$ cat src/pkg/asr_consts.vh
// timing and frame constants for the converter read-out host
`ifndef ASR_CONSTS_VH
`define ASR_CONSTS_VH
// system clock period in ns (125 MHz)
`define ASR_CLK_PERIOD_NS 8
// frame length in serial clock pulses
`define ASR_FRAME_BITS 16
// number of leading zero bits in a frame
`define ASR_LEAD_ZEROS 4
// result width
`define ASR_RESULT_BITS 12
// serial clock half period in ns (10 MHz top rate -> 50 ns)
`define ASR_SCLK_HALF_NS 50
// serial clock half period in system cycles, rounded up (least time)
`define ASR_SCLK_HALF_CYC ((`ASR_SCLK_HALF_NS + `ASR_CLK_PERIOD_NS - 1) / `ASR_CLK_PERIOD_NS)
// conversion-start low pulse width in ns
`define ASR_CONV_LOW_NS 40
// conversion-start low pulse in cycles, rounded up
`define ASR_CONV_LOW_CYC ((`ASR_CONV_LOW_NS + `ASR_CLK_PERIOD_NS - 1) / `ASR_CLK_PERIOD_NS)
// longest conversion time in ns
`define ASR_CONV_MAX_NS 8000
// conversion timeout in cycles, rounded down
`define ASR_CONV_MAX_CYC (`ASR_CONV_MAX_NS / `ASR_CLK_PERIOD_NS)
// settle time before the next conversion start in ns
`define ASR_SETTLE_NS 400
// settle time in cycles, rounded up
`define ASR_SETTLE_CYC ((`ASR_SETTLE_NS + `ASR_CLK_PERIOD_NS - 1) / `ASR_CLK_PERIOD_NS)
// busy is awaited for this many cycles, plus four for the synchroniser, before the host moves on
`define ASR_BUSY_WAIT_CYC 4
`endif

$ cat src/asr_sync3.v
// three-stage input synchroniser with agreement filter
`timescale 1ns/100ps
module asr_sync3 (
    input wire sys_clk_i,
    input wire srst_i,
    input wire async_i,
    output wire level_o
);
    reg s1_reg; // first stage, read only by s2
    reg s2_reg; // second stage
    reg s3_reg; // third stage
    reg lvl_reg; // filtered level

    // shift chain; level follows once stages two and three agree
    always @(posedge sys_clk_i) begin
        if (srst_i) begin
            s1_reg <= 1'b0;
            s2_reg <= 1'b0;
            s3_reg <= 1'b0;
            lvl_reg <= 1'b0;
        end else begin
            s1_reg <= async_i;
            s2_reg <= s1_reg;
            s3_reg <= s2_reg;
            if (s2_reg == s3_reg) begin
                lvl_reg <= s3_reg;
            end
        end
    end

    assign level_o = lvl_reg;
endmodule // asr_sync3

$ cat src/asr_host.v
// host controller: starts conversions and reads 16-bit frames
//
// Notes on behaviour
// RL1: device shifts each bit on falling clock
// RL2: first leading zero appears after first rise
// RL3: master gives sixteen clock pulses per result
// RL4: frame is four zeros, then twelve bits
// RL5: bottom bit arrives on fifteenth falling edge
// RL6: sixteenth falling edge ends frame, output floats
// RL7: hold clock low after the sixteenth bit
// RL8: extra pulses restart shifting; output stays driven
// RL9: device counts clock edges for bit position
// RL10: start fall resets counter if clock low
// RL11: clock low whenever conversion start is low
// RL12: no start fall during a read
// RL13: clock may pause between bytes, held low
// RL14: serial clock at most 10 MHz
// RL15: master supplies every serial clock pulse
// RL16: wait for busy low before reading
// RL17: select bit gates the clock high
// RL18: msb first, no reversal needed here
// RL19: clock polarity 0, phase 1 style
// RL20: busy rises on start, falls within 8 us
// RL21: device output floats until first read edge
`timescale 1ns/100ps
`include "asr_consts.vh"
module asr_host #(
    parameter FRAME_BITS = `ASR_FRAME_BITS,
    parameter RESULT_BITS = `ASR_RESULT_BITS,
    parameter HALF_CYC = `ASR_SCLK_HALF_CYC,
    parameter CONV_MAX_CYC = `ASR_CONV_MAX_CYC,
    parameter BYTE_PAUSE_CYC = 0
) (
    input wire sys_clk_i,
    input wire srst_i,
    input wire start_i,
    input wire select_i,
    output wire ready_o,
    output wire [RESULT_BITS-1:0] result_o,
    output wire result_valid_o,
    output wire frame_error_o,
    output wire timeout_o,
    output wire sclk_o,
    output wire conversion_start_n_o,
    input wire serial_result_out_i,
    input wire busy_i
);
    // states, one-hot
    localparam [6:0] ST_IDLE = 7'h01;
    localparam [6:0] ST_CONV = 7'h02;
    localparam [6:0] ST_BUSYW = 7'h04;
    localparam [6:0] ST_WAITD = 7'h08;
    localparam [6:0] ST_HIGH = 7'h10;
    localparam [6:0] ST_LOW = 7'h20;
    localparam [6:0] ST_SETL = 7'h40;

    // integer copies of the header counts, narrowed on purpose below
    localparam integer CONVL_I = `ASR_CONV_LOW_CYC;
    localparam integer SETL_I = `ASR_SETTLE_CYC;
    localparam integer BUSYW_I = `ASR_BUSY_WAIT_CYC;
    localparam integer ZERO_I = `ASR_LEAD_ZEROS;
    localparam [15:0] HALF_W = HALF_CYC[15:0];
    localparam [15:0] CONVL_W = CONVL_I[15:0];
    localparam [15:0] SETL_W = SETL_I[15:0];
    localparam [15:0] BUSYW_W = BUSYW_I[15:0];
    localparam [15:0] PAUSE_W = BYTE_PAUSE_CYC[15:0];
    localparam [15:0] CMAX_W = CONV_MAX_CYC[15:0];
    localparam [4:0] FRAME_W = FRAME_BITS[4:0];
    localparam [4:0] ZERO_W = ZERO_I[4:0];

    reg [6:0] state_reg;
    reg [6:0] state_next;
    reg [15:0] tmr_reg; // generic wait counter
    reg [15:0] tmr_next;
    reg [4:0] bit_reg; // pulses given in this frame
    reg [4:0] bit_next;
    reg [FRAME_BITS-1:0] shift_reg; // captured frame, msb first
    reg [FRAME_BITS-1:0] shift_next;
    reg sclk_reg; // serial clock drive
    reg sclk_next;
    reg conv_n_reg; // conversion start drive, active low
    reg conv_n_next;
    reg [RESULT_BITS-1:0] result_reg;
    reg [RESULT_BITS-1:0] result_next;
    reg valid_reg;
    reg valid_next;
    reg ferr_reg;
    reg ferr_next;
    reg tout_reg;
    reg tout_next;
    wire busy_s; // synchronised busy
    wire serial_result_out_s; // synchronised serial data

    // busy and data come from outside the clock domain
    asr_sync3 u_busy (
        .sys_clk_i(sys_clk_i),
        .srst_i(srst_i),
        .async_i(busy_i),
        .level_o(busy_s)
    );
    asr_sync3 u_serial_result_out (
        .sys_clk_i(sys_clk_i),
        .srst_i(srst_i),
        .async_i(serial_result_out_i),
        .level_o(serial_result_out_s)
    );

    // true when the wait counter has reached its target
    function tmr_done;
        input [15:0] t;
        input [15:0] lim;
        begin
            tmr_done = (t + 16'h0001 >= lim);
        end
    endfunction

    // next-state and datapath logic
    always @* begin
        state_next = state_reg;
        tmr_next = tmr_reg + 16'h0001;
        bit_next = bit_reg;
        shift_next = shift_reg;
        sclk_next = sclk_reg;
        conv_n_next = conv_n_reg;
        result_next = result_reg;
        valid_next = 1'b0;
        ferr_next = ferr_reg;
        tout_next = tout_reg;
        case (state_reg)
            ST_IDLE: begin
                // clock stays low between frames [RL7] [RL11]
                sclk_next = 1'b0;
                tmr_next = 16'h0000;
                if (start_i) begin
                    // start falls only with clock low, no read open [RL10] [RL12]
                    conv_n_next = 1'b0;
                    ferr_next = 1'b0;
                    tout_next = 1'b0;
                    state_next = ST_CONV;
                end
            end
            ST_CONV: begin
                // hold start low briefly, clock stays low [RL11]
                if (tmr_done(tmr_reg, CONVL_W)) begin
                    conv_n_next = 1'b1;
                    tmr_next = 16'h0000;
                    state_next = ST_BUSYW;
                end
            end
            ST_BUSYW: begin
                // allow for busy to be seen high through the synchroniser
                if (busy_s || tmr_done(tmr_reg, BUSYW_W + 16'h0004)) begin
                    tmr_next = 16'h0000;
                    state_next = ST_WAITD;
                end
            end
            ST_WAITD: begin
                // poll busy low before reading [RL16] [RL20]
                if (!busy_s) begin
                    tmr_next = 16'h0000;
                    bit_next = 5'h00;
                    state_next = ST_HIGH;
                    sclk_next = select_i; // select gates clock [RL17]
                end else if (tmr_done(tmr_reg, CMAX_W + 16'h0008)) begin
                    // overrun: flag it and skip the read, no clock in busy
                    tout_next = 1'b1; // [RL16]
                    tmr_next = 16'h0000;
                    state_next = ST_SETL;
                end
            end
            ST_HIGH: begin
                // clock high half; sample at the end, cpol 0 cpha 1 [RL19]
                if (tmr_done(tmr_reg, HALF_W)) begin
                    // bit held stable since last fall, or since the first rise for the first bit [RL1] [RL2]
                    shift_next = {shift_reg[FRAME_BITS-2:0], serial_result_out_s};
                    sclk_next = 1'b0;
                    bit_next = bit_reg + 5'h01;
                    tmr_next = 16'h0000;
                    state_next = ST_LOW;
                end
            end
            ST_LOW: begin
                // low half; pause after the first byte keeps clock low [RL13]
                if (bit_reg == FRAME_W) begin
                    // exactly sixteen pulses, no extras [RL3] [RL8] [RL6]
                    // msb arrives first so no reversal [RL18]
                    result_next = shift_reg[RESULT_BITS-1:0]; // [RL4] [RL5]
                    ferr_next = |shift_reg[FRAME_BITS-1:FRAME_BITS-ZERO_W];
                    valid_next = 1'b1;
                    tmr_next = 16'h0000;
                    state_next = ST_SETL;
                end else if (tmr_done(tmr_reg, HALF_W +
                             ((bit_reg[2:0] == 3'h0) ? PAUSE_W : 16'h0000))) begin
                    // every pulse is ours, limited to 10 MHz [RL15] [RL14]
                    sclk_next = select_i;
                    tmr_next = 16'h0000;
                    state_next = ST_HIGH;
                end
            end
            ST_SETL: begin
                // settle before next start may fall [RL12]
                if (tmr_done(tmr_reg, SETL_W)) begin
                    state_next = ST_IDLE;
                end
            end
            default: begin
                state_next = ST_IDLE;
                sclk_next = 1'b0;
                conv_n_next = 1'b1;
            end
        endcase
    end

    // state and datapath registers
    always @(posedge sys_clk_i) begin
        if (srst_i) begin
            state_reg <= ST_IDLE;
            tmr_reg <= 16'h0000;
            bit_reg <= 5'h00;
            shift_reg <= {FRAME_BITS{1'b0}};
            sclk_reg <= 1'b0;
            conv_n_reg <= 1'b1;
            result_reg <= {RESULT_BITS{1'b0}};
            valid_reg <= 1'b0;
            ferr_reg <= 1'b0;
            tout_reg <= 1'b0;
        end else begin
            state_reg <= state_next;
            tmr_reg <= tmr_next;
            bit_reg <= bit_next;
            shift_reg <= shift_next;
            sclk_reg <= sclk_next;
            conv_n_reg <= conv_n_next;
            result_reg <= result_next;
            valid_reg <= valid_next;
            ferr_reg <= ferr_next;
            tout_reg <= tout_next;
        end
    end

    assign ready_o = (state_reg == ST_IDLE);
    assign result_o = result_reg;
    assign result_valid_o = valid_reg;
    assign frame_error_o = ferr_reg;
    assign timeout_o = tout_reg;
    assign sclk_o = sclk_reg;
    assign conversion_start_n_o = conv_n_reg;
endmodule // asr_host

$ cat config.mk
export PLATFORM = sky130hd
export DESIGN_NAME = asr_host
export DESIGN_NICKNAME = d
export VERILOG_FILES = /design/src/asr_sync3.v /design/src/asr_host.v
export VERILOG_INCLUDE_DIRS = /design/src /design/src/pkg
export SDC_FILE = /design/constraint.sdc
export NUM_CORES = 1
export LEC_CHECK = 0
export BUFFER_PORTS_ARGS = -buffer_cell sky130_fd_sc_hd__buf_2
export CAP_MARGIN = 0
export CORE_MARGIN = 4
export CORE_UTILIZATION = 54
export DETAILED_ROUTE_END_ITERATION = 8
export HOLD_SLACK_MARGIN = 0.08
export PLACE_DENSITY = 0.73
export RECOVER_POWER = 50
export SYNTH_ARGS = -nofsm -noshare
export SYNTH_HDL_FRONTEND = slang
export SYNTH_SLANG_ARGS = --single-unit
export TNS_END_PERCENT = 5
$ cat constraint.sdc
create_clock -name sys_clk_i -period 5 [get_ports sys_clk_i]
set_input_delay 1 -clock sys_clk_i [delete_from_list [all_inputs] [get_ports sys_clk_i]]
set_output_delay 1 -clock sys_clk_i [all_outputs]
set_load 0.005 [all_outputs]
Word-level counts from Yosys, hierarchy flattened
Cells that the tools add are included.
- register bits after elaboration: 69
- input bits: 6
- word-level logic and storage cells: 101
- $add $sub $neg: 2
- magnitude comparators: 5
- eq/ne operators: 23
- multiplexer cells: 34
- bitwise gates (word level): 3
- reductions and logical operators: 16
- operators with widths (cell ; count):
    2-to-1 mux 16 bit ; 6
    one-hot mux 16 bit (6 select lines) ; 1
    2-to-1 mux 7 bit ; 9
    one-hot mux 7 bit (7 select lines) ; 1
    greater-or-equal comparator 16 x 3 -> 1 bit, second input constant ; 2
    != test 2 bit, second input constant ; 10
    adder 16 x 1 -> 16 bit, second input constant ; 1
    greater-or-equal comparator 16 x 10 -> 1 bit, second input constant ; 1
    greater-or-equal comparator 16 x 4 -> 1 bit, second input constant ; 1
    greater-or-equal comparator 16 x 6 -> 1 bit, second input constant ; 1
    2-to-1 mux 1 bit ; 10
    2-to-1 mux 5 bit ; 2
    one-hot mux 5 bit (2 select lines) ; 1
    AND reduction 3 bit ; 3
    equality test 7 x 1 -> 1 bit, second input constant ; 1
    equality test 7 x 2 -> 1 bit, second input constant ; 1
    equality test 7 x 3 -> 1 bit, second input constant ; 1
    equality test 7 x 4 -> 1 bit, second input constant ; 1
    equality test 7 x 5 -> 1 bit, second input constant ; 1
    equality test 7 x 6 -> 1 bit, second input constant ; 1
    equality test 7 bit, second input constant ; 1
    AND reduction 7 bit ; 1
    != test 3 bit, second input constant ; 2
    nonzero test 2 bit ; 3
    other kinds (16) ; 21

Longest topological paths before layout
- word-level depth: 5
- gate-level depth with buffers: 12

Hierarchy
Synthesis repeated with hierarchy kept, for this count alone.
- cell total of the unflattened synthesis: 416
- area, all modules: 3550.9 µm²
- by module, submodules not included (module ; instances ; cells each ; area each (µm²)):
    asr_host ; 1 ; 396 ; 3325.7
    asr_sync3 ; 2 ; 10 ; 112.6

Worst setup path after synthesis
Ideal clock, no wire load.
- kind: flip-flop to flip-flop
- start: register tmr_reg[1]
- end: register state_reg[4]
- library setup time: 0.116 ns
- data arrival time: 2.506 ns
- data required time: 4.884 ns
- slack: 2.378 ns
- stages on the path, launching flop included: 12
- clock period less this slack: 2.622 ns
- cells stage by stage: dfxtp_1 -> ha_1 -> buf_2 -> or3b_1 -> o32ai_1 -> a32oi_1 -> o41ai_1 -> o211a_1 -> o221a_2 -> buf_2 -> o221ai_1 -> o211a_1
- word-level cells in the longest chain between the ends: 5
- elaborated cells on any way between the ends: 14
- RTL lines (element ; RTL line ; source):
    start, declared ; asr_host.v:73 ; reg [15:0] tmr_reg;
    start signal, assigned ; asr_host.v:229 ; tmr_reg <= tmr_next;
    adder 16 x 1 -> 16 bit * ; asr_host.v:113 ; tmr_done = (t + 16'h0001 >= lim);
    greater-or-equal comparator 16 x 4 -> 1 bit ; asr_host.v:113 ;
    logical OR 1 bit ; asr_host.v:152 ; if (busy_s || tmr_done(tmr_reg, BUSYW_W + 16'h0004)) begin
    != test 2 bit (no line) ; -- ;
    AND reduction 7 bit (no line) * ; -- ;
    end signal, assigned ; asr_host.v:228 ; state_reg <= state_next;
    end, declared ; asr_host.v:71 ; reg [6:0] state_reg;
Mark *: on every way between the ends. The rest lies on a longest branch, timed or not.
A chain may end at the register's enable or synchronous reset.

Worst setup path in the final report
- start: register tmr_reg[0]
- end: register shift_reg[8]
- word-level cells in the longest chain between the ends: 3
- RTL lines (element ; RTL line ; source):
    adder 16 x 1 -> 16 bit ; asr_host.v:113 ;
    greater-or-equal comparator 16 x 3 -> 1 bit ; asr_host.v:113 ;
    AND reduction 2 bit (no line) ; -- ;
    end signal, assigned ; asr_host.v:220 ; shift_reg <= {FRAME_BITS{1'b0}};
    end signal, assigned ; asr_host.v:231 ; shift_reg <= shift_next;
    end, declared ; asr_host.v:77 ; reg [FRAME_BITS-1:0] shift_reg;
No other way between the ends.

==> impl_results.md <==
* Initial antenna violation count at 0
* Crit path launch type: flop
* Maximum fanout along the worst path at 18
* Die Y at 87.83 um
* Outcome: finished, violations left
* DIE AREA at 7713 um^2
* Synth cell types at 71
* H-tree depth at 3
* Layout cells sized above 1 at 12.72%
* CTS Root Cell: clkbuf_8
* Synth async-reset ratio at 0%
* RSZ-0062 raised after global routing: false
* Slew at the pin closest to its max-slew limit at 2139 ps
* TritonCTS clock tree: built
* Clock tree buffer depth at 2
* Clock buffer count from CTS at 9
* Largest net degree at the start of global routing at 52
* Fin nets at 408
* Antenna viol nets, final at 0
* Finished Layout Cells at 476
* Setup bufs post-CTS at 0
* RePlAce Congestion at 0.8501
* CTS Hold Bufs at 0
* Reg2Reg Depth at 9
* Vias per cell at 5.765
* GR Util All Layers at 18.95%
* Sink Count at 69
* Synth Area in XOR/XNOR at 3.055%
* Placed Cells incl. Taps at 460
* Final Cycle Share at 71.44%
* TritonRoute pass-1 iters at 5
* DRC Markers at 0
* Overflow after GRT at 0
* HPWL after detailed placement at 4539 um
* Max cap viols at 1
* Final setup vio count at 0
* Failing checks: capacitance limit, slew limit
* Routed wire length at 6696 um
* I/O pins at 24
* Leak Pwr at 1.395 nW
* Syn_area_per_cell at 8.914 um^2
* CP arrival at 3720 ps
* Cells after Synth at 386
* Slew headroom at -42.63%
* Crit Path Class: reg -> reg
* Fmax at 280.0 MHz
* Hold Path Depth at 2
* Syn nets at 398
* Die W at 87.83 um
* Post-synth EDFFs at 0
* Synth Area in Compound Gates at 14.44%
* R2r setup slk at 1430 ps
* Adder-cell share of the synthesized area at 2.182%
* Seq/Total Area, Yosys at 40.15%
* Synthesized cell area at 3441 um^2
* PwrDens at 371.5 nW/um^2
* PortBufs at 23
* # rows at 28
* Worst vdd ir at 0.3333 mV
* HP Class: reg -> reg
* Mux contribution to synthesized area at 5.527%
* Min Hold Slack at 453.0 ps
* Seq cells post-synth at 69
* PostCTS Resize Cnt at 0
* CP Capture Type: flop
* Via count at 2744
* Core footprint at 6061 um^2
* Worst EP required at 5150 ps
* # diodes at 0
* YS warnings at 0
* Skew-Pair Late Insertion Delay at 340 ps
* DRT iter0 DRCs at 218
* Setup TNS at 0 ps
* Post-synthesis simple-gate area fraction at 28.62%
* Main synth FF type: dfxtp_1
* Starting Density at 56.77%
* Final-report hold violation count at 0
* Max Slew Vio Count at 52
* Clk_skew at 6.049 ps
* DR WL/cell at 14.07 um
* First-pass GRT wire length at 11560 um
* Clock transition at the registers of the reported paths at 80 ps
* Largest family of logic cells by synthesized area: simple AND/OR/NAND/NOR gates
* Area grow syn2layout at 6.618%
* Vias in the first global route at 2474
* Tmin final at 3572 ps
cells by family (layout without fill, tap and decap cells):
family	after synthesis	after routing
muxes	19	19
xor gates and xnor gates	12	12
buffers and inverters	35	50
adders and majority gates	6	6
DFF	69	69
AOI/OAI and AO/OA	75	75
and+or+nand+nor	170	170
per-stage QoR:
step	cell area [um^2]	worst slack (ps)	power, mW	utilization [%]
final	3669	1428	1.363	60.53
after global routing	3669	1125	1.439	60.53
after CTS	3712	1842	1.377	61.25
after detailed placement	3483	1892	0.8554	57.47
after global placement	3483	2041	0.8540	57.47
after floorplan	3441	2378	0.8290	-
layer usage:
layer	wire, um	up-vias	GRT usage [%]
met5	0	-	0
met4	90	0	5.579
met3	361	8	5.927
met2	2876	67	27.26
met1	3369	1274	27.20
li1	-	1395	-
critical path: stages, from the launching register on:
cell       delay (ps)
dfxtp_1           560
ha_1              460
nand3_1           260
nor3_1            550
o211a_1           260
o21ai_2            90
nand4bb_1         360
nand2_2           510
mux2i_1           260
nor2_1             60
power by group:
part           total, mW  internal, mW  leakage (nW)  switching, mW
clock              0.520         0.290         0.113          0.230
sequential         0.610         0.573         0.558         0.0366
combinational      0.233        0.0878         0.724          0.145
cells in the mapped netlist (6+ instances only):
master | n | area [um^2]
nor3_1 | 11 | 55.05
mux2i_1 | 19 | 190.2
inv_1 | 11 | 41.29
nand4_1 | 6 | 37.54
nor2_1 | 35 | 131.4
ha_1 | 6 | 75.07
xnor2_1 | 8 | 70.07
nor4_1 | 7 | 43.79
nand2_1 | 42 | 157.7
nand3_1 | 10 | 50.05
o21ai_0 | 16 | 80.08
a21oi_1 | 29 | 145.1
nor2_4 | 6 | 67.56
clkbuf_1 | 9 | 33.78
dfxtp_1 | 69 | 1381
nor2b_1 | 6 | 37.54
layout by cell type, fill, tap and decap left out, types with 6 or more instances in the layout:
cell      netlist  layout
nand4_1         6       6
xnor2_1         8       8
a21oi_1        29      29
inv_1          11      11
nor2b_1         6       6
ha_1            6       6
nor3_1         11      12
dfxtp_1        69      69
nor2_4          6       6
clkbuf_8        1       9
nor4_1          7       7
buf_2           4       7
nor2_1         35      35
o21ai_0        16      16
clkbuf_1        9      16
nand3_1        10      11
mux2i_1        19      19
nand2_1        42      42
final timing paths:
path | from | end
worst max-delay path | tmr_reg[0] | shift_reg[8]
worst min-delay path | result_o[5] | result_o[5]
worst max register to register | tmr_reg[0] | shift_reg[8]
worst min register to register | result_o[5] | result_o[5]
area by class of cell:
| class | instances | area [um^2] |
|---|---|---|
| Tap cell | 75 | 93.84 |
| Sequential cell | 69 | 1381 |
| Clock buffer | 9 | 123.9 |
| Inverter | 11 | 41.29 |
| Timing Repair Buffer | 23 | 95.09 |
| Clock inverter | 7 | 105.1 |
| Fill cell | 554 | 2392 |
| Multi-Input combinational cell | 282 | 1828 |
Note: power is estimated with default switching activity, not from simulation.
